### config.mk
export PLATFORM = sky130hd
export DESIGN_NAME = utc_upper_timer
export DESIGN_NICKNAME = d
export VERILOG_FILES = /design/src/utc_pkg.sv /design/src/utc_upper_timer.sv
export SDC_FILE = /design/constraint.sdc
export NUM_CORES = 1
export LEC_CHECK = 0
export BUFFER_PORTS_ARGS = -buffer_cell sky130_fd_sc_hd__buf_4
export CAP_MARGIN = 0
export CORE_ASPECT_RATIO = 0.7
export CORE_MARGIN = 2
export CORE_UTILIZATION = 38
export DETAILED_ROUTE_END_ITERATION = 16
export HOLD_SLACK_MARGIN = 0.02
export PLACE_DENSITY = 0.71
export SKIP_LAST_GASP = 1
export SLEW_MARGIN = 20
export SYNTH_ARGS = -nofsm -noshare
export SYNTH_HDL_FRONTEND = slang
export SYNTH_SLANG_ARGS = --single-unit
### constraint.sdc
create_clock -name clock -period 2.7 [get_ports clock]
set_input_delay 0.27 -clock clock [delete_from_list [all_inputs] [get_ports clock]]
set_output_delay 0.27 -clock clock [all_outputs]
set_load 0.05 [all_outputs]
### src/utc_pkg.sv
// package for the upper timer control block: offsets, field positions, constants
// assumes a 32-bit avalon-mm slave with byte addresses and one clock at 200 MHz
package utc_pkg;
    localparam int          ADDR_W          = 4;
    localparam int          DATA_W          = 32;
    localparam int          WORD_W          = 16;
    // register byte offsets
    localparam logic [3:0]  OFS_CONTROL     = 4'h0;
    localparam logic [3:0]  OFS_COUNT_HIGH  = 4'h4;
    localparam logic [3:0]  OFS_PERIOD_HIGH = 4'h8;
    // control field positions
    localparam int          BIT_RUN         = 15;
    localparam int          BIT_IDLE_HALT   = 13;
    localparam int          BIT_GATE        = 6;
    localparam int          BIT_PRE_HI      = 5;
    localparam int          BIT_PRE_LO      = 4;
    localparam int          BIT_CLK_SRC     = 1;
    localparam logic [15:0] CONTROL_WMASK   = 16'hA072;
    localparam logic [15:0] CONTROL_RESET   = 16'h0000;
    localparam logic [15:0] COUNT_RESET     = 16'h0000;
    localparam logic [15:0] PERIOD_RESET    = 16'hFFFF;
    localparam logic [15:0] WORD_ALL_ONES   = 16'hFFFF;
    localparam logic [15:0] WORD_ONE        = 16'h0001;
    // prescale codes and terminal counts of the divider
    localparam logic [1:0]  PRE_1           = 2'h0;
    localparam logic [1:0]  PRE_8           = 2'h1;
    localparam logic [1:0]  PRE_64          = 2'h2;
    localparam logic [1:0]  PRE_256         = 2'h3;
    localparam logic [7:0]  PRE_LAST_1      = 8'h00;
    localparam logic [7:0]  PRE_LAST_8      = 8'h07;
    localparam logic [7:0]  PRE_LAST_64     = 8'h3F;
    localparam logic [7:0]  PRE_LAST_256    = 8'hFF;
    localparam logic [7:0]  PRE_ONE         = 8'h01;
    localparam logic [7:0]  PRE_ZERO        = 8'h00;
endpackage

### src/utc_upper_timer.sv
// upper 16-bit timer of a timer pair: control register, prescaler, count and period
// assumes an avalon-mm master on the same clock; pair inputs come from the lower timer's
// logic on the same clock, ext_clock_pin is asynchronous and is synchronised here
//
// Added by the designer: the register addresses and the Avalon-MM interface to the registers.
`timescale 1ns/1ps

// Notes on behaviour
// the run bit starts the 16-bit upper count and clearing it freezes the current value.
// with idle halt set the timer stops while the cpu idles, and in pair mode it halts the pair too.
// gated accumulation counts only while the gate is high with the internal clock selected.
// the prescale field divides the input clock by 256, 64, 8 or 1 for codes 11, 10, 01, 00.
// in pair mode the upper run, gate, prescale and clock source bits have no effect.
// the clock source bit picks rising edges of the external pin when set, else the clock.
// in pair mode the upper count holds the high word and the lower count the low word.
// in pair mode the period is the upper period word above the lower period word.
// the pair's interrupt is raised as the upper timer's interrupt.
module utc_upper_timer
    import utc_pkg::*;
(
    input  wire logic                      clock,              // 200 MHz system clock
    input  wire logic                      reset_n,            // async reset, active low
    input  wire logic [utc_pkg::ADDR_W-1:0] avs_address,       // byte address
    input  wire logic                      avs_read,           // read request
    input  wire logic                      avs_write,          // write request
    input  wire logic [utc_pkg::DATA_W-1:0] avs_writedata,     // write data
    output logic      [utc_pkg::DATA_W-1:0] avs_readdata,      // read data
    output logic                           avs_waitrequest,    // high while stalling
    input  wire logic                      cpu_idle,           // cpu in idle mode
    input  wire logic                      ext_clock_pin,      // external clock or gate pin
    input  wire logic                      pair_wide_select,   // lower timer joins the pair
    input  wire logic                      pair_run,           // lower timer's run bit
    input  wire logic                      pair_tick,          // lower timer prescaled tick
    input  wire logic [utc_pkg::WORD_W-1:0] count_low_word,    // lower count word
    input  wire logic [utc_pkg::WORD_W-1:0] period_low_word,   // lower period word
    output logic                           pair_wrap,          // pulse: lower word to zero
    output logic                           timer_irq,          // pulse: upper timer event
    output logic      [utc_pkg::WORD_W-1:0] count_high_word    // upper count word
);
    import utc_pkg::*;

    logic [15:0]       control_ff, nxt_control;
    logic [15:0]       count_ff, nxt_count;
    logic [15:0]       period_ff, nxt_period;
    logic [7:0]        pre_cnt_ff, nxt_pre_cnt;
    logic [31:0]       rdata_ff, nxt_rdata;
    logic              wait_ff, nxt_wait;
    logic              wrap_ff, nxt_wrap;
    logic              irq_ff, nxt_irq;
    logic              ext_s1_ff, ext_s2_ff, ext_s3_ff;
    logic              timer_run, idle_halt, gate_accumulate, clock_source_sel;
    logic [1:0]        prescale_select;
    logic              access_done, wr_control, wr_count, wr_period;
    logic              halted, single_run, raw_tick, pre_tick, gate_fall;
    logic              pair_step, pair_match, period_match;
    logic [7:0]        pre_last;

    assign timer_run        = control_ff[BIT_RUN];
    assign idle_halt        = control_ff[BIT_IDLE_HALT];
    assign gate_accumulate  = control_ff[BIT_GATE];
    assign prescale_select  = control_ff[BIT_PRE_HI:BIT_PRE_LO];
    assign clock_source_sel = control_ff[BIT_CLK_SRC];

    // two-flop synchroniser plus an edge stage for the pin
    always_ff @(posedge clock or negedge reset_n) begin
        if (!reset_n) begin
            ext_s1_ff <= 1'b0;
            ext_s2_ff <= 1'b0;
            ext_s3_ff <= 1'b0;
        end else begin
            ext_s1_ff <= ext_clock_pin;
            ext_s2_ff <= ext_s1_ff;
            ext_s3_ff <= ext_s2_ff;
        end
    end

    // bus decode: a request is answered on the edge where waitrequest is low
    always_comb begin
        access_done = (avs_read || avs_write) && !wait_ff;
        wr_control  = 1'b0;
        wr_count    = 1'b0;
        wr_period   = 1'b0;
        if (avs_write && access_done && avs_address == OFS_CONTROL) begin
            wr_control = 1'b1;
        end else if (avs_write && access_done && avs_address == OFS_COUNT_HIGH) begin
            wr_count = 1'b1;
        end else if (avs_write && access_done && avs_address == OFS_PERIOD_HIGH) begin
            wr_period = 1'b1;
        end
    end

    // one wait cycle per access, read data loaded as waitrequest falls
    always_comb begin
        nxt_wait  = !((avs_read || avs_write) && wait_ff);
        nxt_rdata = rdata_ff;
        if (avs_read && wait_ff) begin
            if (avs_address == OFS_CONTROL) begin
                nxt_rdata = {16'h0000, control_ff};
            end else if (avs_address == OFS_COUNT_HIGH) begin
                nxt_rdata = {16'h0000, count_ff};
            end else if (avs_address == OFS_PERIOD_HIGH) begin
                nxt_rdata = {16'h0000, period_ff};
            end else begin
                nxt_rdata = 32'h00000000;     // unmapped reads as zero
            end
        end
    end

    // tick sources, prescaler and period compares
    always_comb begin
        halted     = idle_halt && cpu_idle;
        single_run = timer_run && !pair_wide_select && !halted;
        gate_fall  = ext_s3_ff && !ext_s2_ff;
        if (clock_source_sel) begin
            raw_tick = ext_s2_ff && !ext_s3_ff;
        end else if (gate_accumulate) begin
            raw_tick = ext_s2_ff;
        end else begin
            raw_tick = 1'b1;
        end
        case (prescale_select)
            PRE_8:   pre_last = PRE_LAST_8;
            PRE_64:  pre_last = PRE_LAST_64;
            PRE_256: pre_last = PRE_LAST_256;
            default: pre_last = PRE_LAST_1;
        endcase
        pre_tick     = single_run && raw_tick && (pre_cnt_ff >= pre_last);
        nxt_pre_cnt  = pre_cnt_ff;
        if (!single_run) begin
            nxt_pre_cnt = PRE_ZERO;
        end else if (raw_tick) begin
            nxt_pre_cnt = (pre_cnt_ff >= pre_last) ? PRE_ZERO : pre_cnt_ff + PRE_ONE;
        end
        period_match = (count_ff == period_ff);
        pair_step    = pair_wide_select && pair_run && pair_tick && !halted;
        pair_match   = ({count_ff, count_low_word} == {period_ff, period_low_word});
    end

    // count, wrap and interrupt next values
    always_comb begin
        nxt_count   = count_ff;
        nxt_control = control_ff;
        nxt_period  = period_ff;
        nxt_wrap    = 1'b0;
        nxt_irq     = 1'b0;
        if (pair_step) begin
            if (pair_match) begin
                nxt_count = COUNT_RESET;
                nxt_wrap  = 1'b1;
                nxt_irq   = 1'b1;
            end else if (count_low_word == WORD_ALL_ONES) begin
                nxt_count = count_ff + WORD_ONE;
            end
        end else if (pre_tick) begin
            if (period_match) begin
                nxt_count = COUNT_RESET;
                nxt_irq   = !(gate_accumulate && !clock_source_sel);
            end else begin
                nxt_count = count_ff + WORD_ONE;
            end
        end
        if (single_run && gate_accumulate && !clock_source_sel && gate_fall) begin
            nxt_irq = 1'b1;
        end
        if (wr_count) begin
            nxt_count = avs_writedata[15:0];
        end
        if (wr_control) begin
            nxt_control = avs_writedata[15:0] & CONTROL_WMASK;
        end
        if (wr_period) begin
            nxt_period = avs_writedata[15:0];
        end
    end

    // state registers
    always_ff @(posedge clock or negedge reset_n) begin
        if (!reset_n) begin
            control_ff <= CONTROL_RESET;
            count_ff   <= COUNT_RESET;
            period_ff  <= PERIOD_RESET;
            pre_cnt_ff <= PRE_ZERO;
            rdata_ff   <= 32'h00000000;
            wait_ff    <= 1'b1;
            wrap_ff    <= 1'b0;
            irq_ff     <= 1'b0;
        end else begin
            control_ff <= nxt_control;
            count_ff   <= nxt_count;
            period_ff  <= nxt_period;
            pre_cnt_ff <= nxt_pre_cnt;
            rdata_ff   <= nxt_rdata;
            wait_ff    <= nxt_wait;
            wrap_ff    <= nxt_wrap;
            irq_ff     <= nxt_irq;
        end
    end

    assign avs_readdata    = rdata_ff;
    assign avs_waitrequest = wait_ff;
    assign pair_wrap       = wrap_ff;
    assign timer_irq       = irq_ff;
    assign count_high_word = count_ff;
endmodule

==> flow_summary.ini, run 1 <==
[status]
status = finished, final reports clean

[power_and_ir_drop]
peakVddDrop_mv = 0.323
p_leak_nw = 2.49
power.total_mw = 3.37
power.density_nw_per_um2 = 644

[setup_path]
worstSetupPathType = reg2reg
crit_required_ns = 2.93
timing.rr.end = count_high_word[0]$_DFFE_PN0P_
r2r_cells = 8
endpoint = count_high_word[0]$_DFFE_PN0P_
path_max_fanout = 16
end_kind = register
startpoint_type = register
crit_start = control_ff[5]$_DFFE_PN0P_
reg2reg_slack_ns = 0.17
crit_arrival_ns = 2.76
r2r_start = control_ff[5]$_DFFE_PN0P_

[cells_and_area]
drive_gt1_share_pct = 34.5
n_fill_cell = 954
regArea_um2 = 1720
antennaDiodeCount = 0
layout.cells.non_filler = 653
multi_input_area_um2 = 2170
final_area_um2 = 5240
area_growth_pct = 28.2
nets = 601
postLayoutCoreUtil_pct = 50.4

[detailed_routing]
initialDrtViolationCount = 290
wirelength_um = 11700
ant_nets = 0
route.vias.total = 3653
drc = 0
post_drt_wl_per_cell_um = 17.9
dr.pass1.iters = 5
avgViaCountPerCell = 5.59

[grt]
use_met1_pct = 29.9
grt_pass1_wl_um = 18600
use_met2_pct = 30.9
antenna_found_initial = 0
grt_overflow = 0
first_global_vias = 3500
grt_util_all_layers_pct = 20.7
grt_use_met3_pct = 5.27
grt_max_degree = 69
grt.busiest_layer = met2

[synth]
synth_edf_count = 0
ys_seq_elements = 68
synth_top_area_cell = dfrtp_1
syn-instance-count = 410
syn_avg_cell_area_um2 = 9.97
synth_cell_types = 48
synthFlopType = dfrtp_1
netlist.area_leader.share_pct = 31.2
async_flop_share_pct = 100
syn-cell-area_um2 = 4090
ys_seq_area_share_pct = 42.1
synthTopCellsByArea = dfrtp_1 (31%), dfstp_2 (11%), xor2_1 (7.3%)
ys_warn_count = 0

[job]
maxCapViolations = 0

[sta]
slew_headroom_pct = 43.1
finalSetupViolations = 0
finalMaxSlewViolations = 0
finalCritPeriodShare_pct = 93.7
min_period_ns = 2.53
setup_slack_ns = 0.169
holdWs_ns = 0.0221
grt_setup_unrepaired = no
final.setup.tns_ns = 0
fmax_mhz = 395
tightest_slew_ns = 0.853
finalClockSkew_ns = 0.00529
hold_violations = 0

[place]
dp_hpwl_um = 8670
gp_congestion = 0.885
placed_cell_area_um2 = 4940
portBuffers = 95
dp_cells = 637
dp_slack_ns = 0.141

[die]
io_pins = 128
dieArea_um2 = 11600
die_h_um = 90.8
core_area_um2 = 10400
die_x_um = 128
rows = 31
floorplan.initialDensity_pct = 39.3

[cts]
clkLatencyLatePin_ns = 0.34
cts_made_buffers = 9
htree_levels = 3
cts_sinks = 68
cts.clk_slew.worst_paths_ns = 0.06
post-cts-setup-buffers = 0
clock_path_buffers = 2
cts_root_buf = clkbuf_16
tritoncts = done

[worst_hold_path]
hold_path.class = in2async
==> synth_stat cells, types with 2 or more instances <==
master,number
o41ai_1,2
nor3_1,3
o22ai_1,13
nand2b_1,10
and4_1,2
dfrtp_1,51
nand2_1,42
a21oi_1,7
nor3b_1,6
dfstp_2,17
a21o_1,5
xor2_1,34
nand3_1,8
o31ai_1,6
inv_1,6
a211oi_1,2
buf_2,8
mux2_2,23
clkbuf_1,5
buf_6,3
a22o_1,18
ha_1,8
a2bb2oi_1,2
nor2b_1,4
nor4_1,8
nand4_1,9
and3_1,8
o21ai_1,3
buf_4,19
nor2_1,11
nor4_2,2
o21ai_0,33
and2_1,4
a211o_1,2
a22oi_1,13
==> layout by cell type, fill, tap and decap left out, types with 4 or more instances in the layout <==
master,instances
inv_1,6
mux2_2,23
a22o_1,18
nand2b_1,10
nand3_1,8
xor2_1,34
nand4_1,9
o22ai_1,13
nand2_1,42
nor2_1,11
conb_1,16
clkbuf_16,9
nor3b_1,6
and3_1,8
a21oi_1,7
a21o_1,5
o21ai_0,33
dfrtp_1,51
o31ai_1,6
ha_1,8
a22oi_1,13
nor2b_1,4
and2_1,4
buf_4,115
dfstp_2,17
nor4_1,8
==> worst max-delay path, stage by stage (launching register included) <==
cell and delay [ns]:
dfrtp_1 0.42, nor2_1 0.20, ha_1 0.28, or2_2 0.29
a21oi_1 0.15, o41a_1 0.18, a21oi_1 0.10, or2_2 0.47
mux2_2 0.32
==> kinds of logic after synthesis <==
family	after synthesis	synth area share, %
and+or+nand+nor	125	16.9
AOI/OAI and AO/OA	110	18.5
DFF	68	42.1
buffers and inverters	41	6.30
xor gates and xnor gates	34	7.28
muxes	23	6.33
adders and majority gates	8	2.45
other	1	0.0917
==> metal layers <==
metal	routed length, µm	part of all wire, %	vias to the layer above
met5	0	0	-
met4	135	1.2	0
met3	1070	9.1	16
met2	5120	44	189
met1	5390	46	1763
li1	-	-	1685
==> power breakdown <==
part | switching, mW | internal, mW | total [mW]
registers | 0.139 | 1.18 | 1.32
clock network | 0.475 | 0.719 | 1.19
logic | 0.519 | 0.344 | 0.863
total | 1.13 | 2.24 | 3.37
==> final cells by class <==
| type | instances | area share, % |
|---|---|---|
| timing repair buffer | 115 | 16.5 |
| multi-input combinational | 316 | 41.4 |
| clock buffer | 9 | 4.29 |
| inverter | 6 | 0.429 |
| sequential | 68 | 32.9 |
| tap | 132 | 3.15 |
| clock inverter | 7 | 1.43 |
==> how the worst min path moves through the flow <==
stage               slack (ns)                 from                           to  cells after the start
floorplan                -0.03              reset_n  avs_readdata[0]$_DFFE_PN0P_                      0
global placement          0.34  ext_s1_ff$_DFF_PN0_          ext_s2_ff$_DFF_PN0_                      0
detailed placement        0.34  ext_s1_ff$_DFF_PN0_          ext_s2_ff$_DFF_PN0_                      0
CTS                       0.03        ext_clock_pin          ext_s1_ff$_DFF_PN0_                      1
global route              0.02        ext_clock_pin          ext_s1_ff$_DFF_PN0_                      1
finish                    0.02              reset_n          ext_s1_ff$_DFF_PN0_                      1
==> flip-flops by register name (all words and copies together) (netlist names) <==
name and count:
control_ff 6, count_high_word 16, ext_s3_ff 1, ext_s1_ff 1
pre_cnt_ff 8, period_ff 16, avs_waitrequest 1, avs_readdata 16
pair_wrap 1, timer_irq 1, ext_s2_ff 1
==> repair_timing <==
item,in CTS,in global routing
gates resized for setup,0,1
setup endpoints to repair,0,1
hold buffers,0,0
No activity file was read; power rests on OpenSTA's default activity.
==> run 2, diff against run 1 <==
--- a/config.mk
+++ b/config.mk
@@ -5,6 +5,7 @@
 export SDC_FILE = /design/constraint.sdc
 export NUM_CORES = 1
 export LEC_CHECK = 0
+export ABC_AREA = 1
 export BUFFER_PORTS_ARGS = -buffer_cell sky130_fd_sc_hd__buf_4
 export CAP_MARGIN = 0
 export CORE_ASPECT_RATIO = 0.7
@@ -12,7 +13,7 @@
 export CORE_UTILIZATION = 38
 export DETAILED_ROUTE_END_ITERATION = 16
 export HOLD_SLACK_MARGIN = 0.02
-export PLACE_DENSITY = 0.71
+export PLACE_DENSITY = 0.7
 export SKIP_LAST_GASP = 1
 export SLEW_MARGIN = 20
 export SYNTH_ARGS = -nofsm -noshare
==> run 2 against run 1 <==
Effect of this change:
- synthesized cell count is 63% higher
- largest power group unchanged
- non-clock buffer count is 10 lower
- synthesized area is 12% higher
- critical path type unchanged
- fmax is 16% higher
- utilization is 1.8 points lower
- hold slack better by 0.011 ns
- via count is 20% higher
- combinational power is 38% higher
==> flow_summary.ini, run 2 <==
[place]
gp_congestion = 0.907
dp_hpwl_um = 9520
portBuffers = 95
placed_cell_area_um2 = 5400

[sta]
grt_setup_unrepaired = no
finalClockSkew_ns = 0.00686
final.setup.tns_ns = 0
finalCritPeriodShare_pct = 80.7
tightest_slew_ns = 0.887
hold_violations = 0
fmax_mhz = 459
min_period_ns = 2.18
finalMaxSlewViolations = 0
slew_headroom_pct = 40.8
finalSetupViolations = 0

[synth]
ys_seq_elements = 68
synth_top_area_cell = dfrtp_1
synth_commonest_cells = nand2_1 (235), inv_1 (77), dfrtp_1 (51)
synthTopCellsByArea = dfrtp_1 (28%), nand2_1 (19%), dfstp_2 (9.7%)
synth.most_common_cell = nand2_1
synth_edf_count = 0
netlist.area_leader.share_pct = 27.7
ys_warn_count = 0
synth_cell_types = 37
syn_avg_cell_area_um2 = 6.89
synthFlopType = dfrtp_1
syn-instance-count = 668
async_flop_share_pct = 100
syn-cell-area_um2 = 4600
ys_seq_area_share_pct = 37.5

[setup_path]
worstSetupPathType = reg2reg
critPathTopFamily = simple AND/OR/NAND/NOR gates
timing.rr.end = count_high_word[5]$_DFFE_PN0P_
reg2reg_slack_ns = 0.52
path_cells = nor2_1 -> ha_1 -> a21oi_1 -> nand2_1 -> nand2_1 -> nand2_1 -> nand2_1 -> nand2_1 -> a21oi_4 -> nand2_8 -> inv_4 -> nand2_1 -> nand2_1
critPathBufInv = 1
r2r_start = control_ff[5]$_DFFE_PN0P_
crit_arrival_ns = 2.46
startpoint_type = register
slowest_delay_ns = 0.42
path_max_fanout = 18
end_kind = register
critPathSlowestCell = dfrtp_1
r2r_cells = 13
cp_common_cell = nand2_1
crit_required_ns = 2.98

[die]
core_area_um2 = 11800
die_h_um = 96.0
rows = 33
floorplan.initialDensity_pct = 39.1
dieArea_um2 = 13000
io_pins = 128
die_x_um = 135

[detailed_routing]
initialDrtViolationCount = 303
post_drt_wl_per_cell_um = 13.8
ant_nets = 0
dr.pass1.iters = 5
wirelength_um = 12700
avgViaCountPerCell = 4.74
drc = 0
route.vias.total = 4368

[cts]
htree_levels = 3
tritoncts = done
cts_sinks = 68
clkLatencyLatePin_ns = 0.34
cts_root_buf = clkbuf_16
post-cts-setup-buffers = 0
cts.clk_slew.worst_paths_ns = 0.06
cts_made_buffers = 9
ctsHoldBuffers = 0
clock_path_buffers = 2
post_cts_resized = 0

[cells_and_area]
layout_common_cells = nand2_1 (235), buf_4 (105), inv_1 (77)
n_fill_cell = 1217
area_growth_pct = 24.5
antennaDiodeCount = 0
postLayoutCoreUtil_pct = 48.7
drive_gt1_share_pct = 21.3
final_area_um2 = 5730
nets = 845
mostFrequentLayoutCell = nand2_1

[power_and_ir_drop]
peakVddDrop_mv = 0.309
power.density_nw_per_um2 = 673
p_leak_nw = 3.00

[grt]
grt_overflow = 0
first_global_vias = 3993
grt_max_degree = 69
grt_pass1_wl_um = 20700
grt_util_all_layers_pct = 20.8
antenna_found_initial = 0

[worst_hold_path]
hold_path.class = in2async

[status]
status = finished, final reports clean

[job]
maxCapViolations = 0
run 2: final cells by class:
class | instances | area, µm² | share of cell area, %
tap | 157 | 196 | 3.43
clock buffer | 9 | 225 | 3.93
inverter | 90 | 340 | 5.94
sequential | 68 | 1720 | 30.1
clock inverter | 7 | 100 | 1.75
timing repair buffer | 105 | 788 | 13.8
multi-input combinational | 486 | 2350 | 41.1
run 2: through the flow:
step / std cells / power (mW) / hold slack, ns / worst slack (ns)
final: 922 / 3.85 / 0.0335 / 0.522
after global routing: 922 / 4.08 / 0.0297 / 0.309
after CTS: 922 / 3.87 / 0.0263 / 0.524
after detailed placement: 906 / 2.58 / 0.340 / 0.539
after global placement: 906 / 2.56 / 0.343 / 0.597
after floorplan: 683 / 2.21 / -0.0256 / 0.707
run 2: metal layers:
metal  GRT usage, %  share of wire (%)  vias up
met4           5.47                1.0        0
met3           5.27                9.8       11
met1           32.1                 51     1927
met5              0                  0        -
li1               -                  -     2252
met2           28.3                 38      178
run 2: kinds of logic after synthesis:
family | count (synthesis) | share of synthesized area [%]
AOI/OAI and AO/OA | 87 | 10.3
xor gates and xnor gates | 31 | 5.90
adders and majority gates | 8 | 2.18
buffers and inverters | 129 | 12.6
DFF | 68 | 37.5
other | 1 | 0.0815
and+or+nand+nor | 344 | 31.4
run 2: power breakdown:
part	total, mW	switching (mW)	internal, mW
sequential	1.37	0.178	1.20
clock	1.28	0.472	0.812
combinational	1.19	0.775	0.419
total	3.85	1.43	2.43
run 2: how the worst max path moves through the flow:
stage / startpoint / end / slack, ns / cells after the start
final: control_ff[5]$_DFFE_PN0P_ / count_high_word[5]$_DFFE_PN0P_ / 0.52 / 13
after global routing: control_ff[5]$_DFFE_PN0P_ / count_high_word[5]$_DFFE_PN0P_ / 0.31 / 15
after CTS: control_ff[5]$_DFFE_PN0P_ / count_high_word[5]$_DFFE_PN0P_ / 0.52 / 13
after detailed placement: control_ff[5]$_DFFE_PN0P_ / count_high_word[5]$_DFFE_PN0P_ / 0.54 / 13
after global placement: control_ff[5]$_DFFE_PN0P_ / count_high_word[2]$_DFFE_PN0P_ / 0.60 / 13
after floorplan: count_high_word[9]$_DFFE_PN0P_ / count_high_word[13]$_DFFE_PN0P_ / 0.71 / 12
==> run 3, diff against run 2 <==
--- a/config.mk
+++ b/config.mk
@@ -13,7 +13,7 @@
 export CORE_UTILIZATION = 38
 export DETAILED_ROUTE_END_ITERATION = 16
 export HOLD_SLACK_MARGIN = 0.02
-export PLACE_DENSITY = 0.7
+export PLACE_DENSITY = 0.73
 export SKIP_LAST_GASP = 1
 export SLEW_MARGIN = 20
 export SYNTH_ARGS = -nofsm -noshare
==> constraint.sdc (replaced) <==
create_clock -name clock -period 1.8 [get_ports clock]
set_input_delay 0.18 -clock clock [delete_from_list [all_inputs] [get_ports clock]]
set_output_delay 0.18 -clock clock [all_outputs]
set_load 0.05 [all_outputs]
==> run 3 against run 2 <==
Effect of this change:
- the run now ends with negative setup slack left
- clock power is 62% higher
- global-route usage rose by 2.7 points
- utilization grew 7.2 points
- fmax up 4.4%
- combinational power grew 100%
- clock-buffer cell count grew 1
- die area stayed put
- register-to-register slack worse by 0.81 ns
- critical endpoint is now count_high_word[15]$_DFFE_PN0P_
- via count grew 11%
- highest routed layer unchanged
==> flow_summary.ini, run 3 (synthesis results as in run 2) <==
[status]
status = finished, violations left
violations = negative setup slack

[sta]
final.setup.tns_ns = -5.84
tightest_slew_ns = 0.554
finalClockSkew_ns = 0.00802
finalMaxSlewViolations = 0
setup_slack_ns = -0.287
holdWs_ns = 0.0892
finalCritPeriodShare_pct = 116
slew_headroom_pct = 63.1
min_period_ns = 2.09
grt_setup_unrepaired = yes
hold_violations = 0
finalSetupViolations = 26
fmax_mhz = 479

[setup_path]
startpoint_type = register
reg2reg_slack_ns = -0.29
critPathTopFamily = simple AND/OR/NAND/NOR gates
critPathBufInv = 2
worstSetupPathType = reg2reg
timing.rr.end = count_high_word[15]$_DFFE_PN0P_
critPathSlowestCell = dfrtp_2
path_cells = inv_4 -> ha_4 -> a21oi_2 -> nor2_1 -> nor3_2 -> nand2_4 -> a21oi_4 -> buf_12 -> nand2_8 -> nand2_2 -> nor2_1 -> nor2_1
slowest_delay_ns = 0.47
end_kind = register
cp_common_cell = nor2_1
r2r_start = control_ff[5]$_DFFE_PN0P_
crit_required_ns = 2.07
crit_arrival_ns = 2.36
path_max_fanout = 9
r2r_cells = 12

[cells_and_area]
area_growth_pct = 42.9
antennaDiodeCount = 0
regArea_um2 = 1740
n_fill_cell = 1104
layout_common_cells = nand2_1 (218), buf_4 (169), inv_1 (75)
multi_input_area_um2 = 2560
layout.cells.non_filler = 996
mostFrequentLayoutCell = nand2_1
nets = 919
drive_gt1_share_pct = 34.0

[detailed_routing]
wirelength_um = 14700
avgViaCountPerCell = 4.88
drc = 0
dr.pass1.iters = 5
post_drt_wl_per_cell_um = 14.7
initialDrtViolationCount = 496
route.vias.total = 4858
ant_nets = 0

[power_and_ir_drop]
power.density_nw_per_um2 = 995
p_leak_nw = 3.41
peakVddDrop_mv = 0.706

[cts]
cts.clk_slew.worst_paths_ns = 0.06
cts_sinks = 68
tritoncts = done
cts_root_buf = clkbuf_16
htree_levels = 3
cts_made_buffers = 9
clkLatencyLatePin_ns = 0.34
clock_path_buffers = 2

[die]
floorplan.initialDensity_pct = 39.1
core_area_um2 = 11800
die_x_um = 135
io_pins = 128
rows = 33
die_h_um = 96.0
dieArea_um2 = 13000

[grt]
grt_max_degree = 39
first_global_vias = 4654
grt_overflow = 0
grt_pass1_wl_um = 23300
grt_util_all_layers_pct = 23.5
antenna_found_initial = 0

[job]
maxCapViolations = 0

[place]
dp_slack_ns = -0.247
dp_cells = 963
portBuffers = 95
dp_hpwl_um = 10700
gp_congestion = 0.959

[worst_hold_path]
hold_end = period_ff[14]$_DFFE_PN1P_
min_from = avs_writedata[14]
whs_path_depth = 3
hold_path.class = in2reg
run 3: cell types whose count changed in the layout (fill, tap and decap cells not counted), moves of 5 or more:
| cell | previous run | this run |
|---|---|---|
| dfrtp_1 | 51 | 35 |
| nand2_2 | 4 | 17 |
| buf_4 | 105 | 169 |
| nand2_1 | 235 | 218 |
| dfrtp_2 | 0 | 16 |
| nor2_1 | 45 | 39 |
| nand2_4 | 0 | 5 |
run 3: worst reg2reg max path, cell delays in order (launching register included):
cell and delay, ns:
dfrtp_2 0.47, inv_4 0.10, ha_4 0.20, a21oi_2 0.11, nor2_1 0.06, nor3_2 0.30, nand2_4 0.11, a21oi_4 0.27
buf_12 0.16, nand2_8 0.07, nand2_2 0.06, nor2_1 0.03, nor2_1 0.07
run 3: worst max-delay path by stage:
| stage | from | end | slack, ns | cells past startpoint |
|---|---|---|---|---|
| global route | control_ff[5]$_DFFE_PN0P_ | count_high_word[15]$_DFFE_PN0P_ | -0.40 | 12 |
| finish | control_ff[5]$_DFFE_PN0P_ | count_high_word[15]$_DFFE_PN0P_ | -0.29 | 12 |
| detailed placement | control_ff[5]$_DFFE_PN0P_ | count_high_word[4]$_DFFE_PN0P_ | -0.25 | 11 |
| CTS | control_ff[5]$_DFFE_PN0P_ | count_high_word[6]$_DFFE_PN0P_ | -0.16 | 16 |
| global placement | control_ff[5]$_DFFE_PN0P_ | count_high_word[3]$_DFFE_PN0P_ | -0.15 | 13 |
| floorplan | control_ff[5]$_DFFE_PN0P_ | count_high_word[10]$_DFFE_PN0P_ | -0.1 | 11 |
run 3: report_power, final:
part | leakage, nW | internal, mW | total, mW | switching (mW)
sequential | 0.843 | 1.81 | 2.03 | 0.225
clock | 0.167 | 1.36 | 2.07 | 0.717
combinational | 2.41 | 0.984 | 2.43 | 1.45
total | 3.41 | 4.15 | 6.54 | 2.39
run 3: final cells by class:
cell class	instances	area share [%]
clock buffer	10	3.48
sequential	68	26.5
clock inverter	6	1.71
timing repair inverter	1	0.248
tap	157	2.99
timing repair buffer	176	20.7
inverter	90	5.37
multi-input combinational	488	39.0
run 3: timing repair:
action | CTS | global route
setup buffers | 6 | 5
gates cloned | 3 | 0
hold buffers | 4 | 0
endpoints found under the hold margin | 22 | 0
pin swaps | 19 | 11
endpoints found under the setup margin | 17 | 26
resized for setup | 22 | 27
run 3: layer usage:
layer	up-vias	wire, µm	part of all wire (%)	GRT usage [%]
met5	-	0	0	0
met3	15	1430	9.8	4.79
met1	2225	6950	47	34.3
met2	227	6110	42	35.5
met4	0	173	1.2	6.08
li1	2391	-	-	-
run 3: through the flow:
| step | area, µm² | power [mW] | utilization, % |
|---|---|---|---|
| after floorplan | 4700 | 3.35 | - |
| after global placement | 5880 | 4.17 | 49.9 |
| after detailed placement | 5880 | 4.21 | 49.9 |
| after CTS | 6420 | 6.42 | 54.5 |
| after global routing | 6570 | 6.86 | 55.8 |
| final | 6570 | 6.54 | 55.8 |
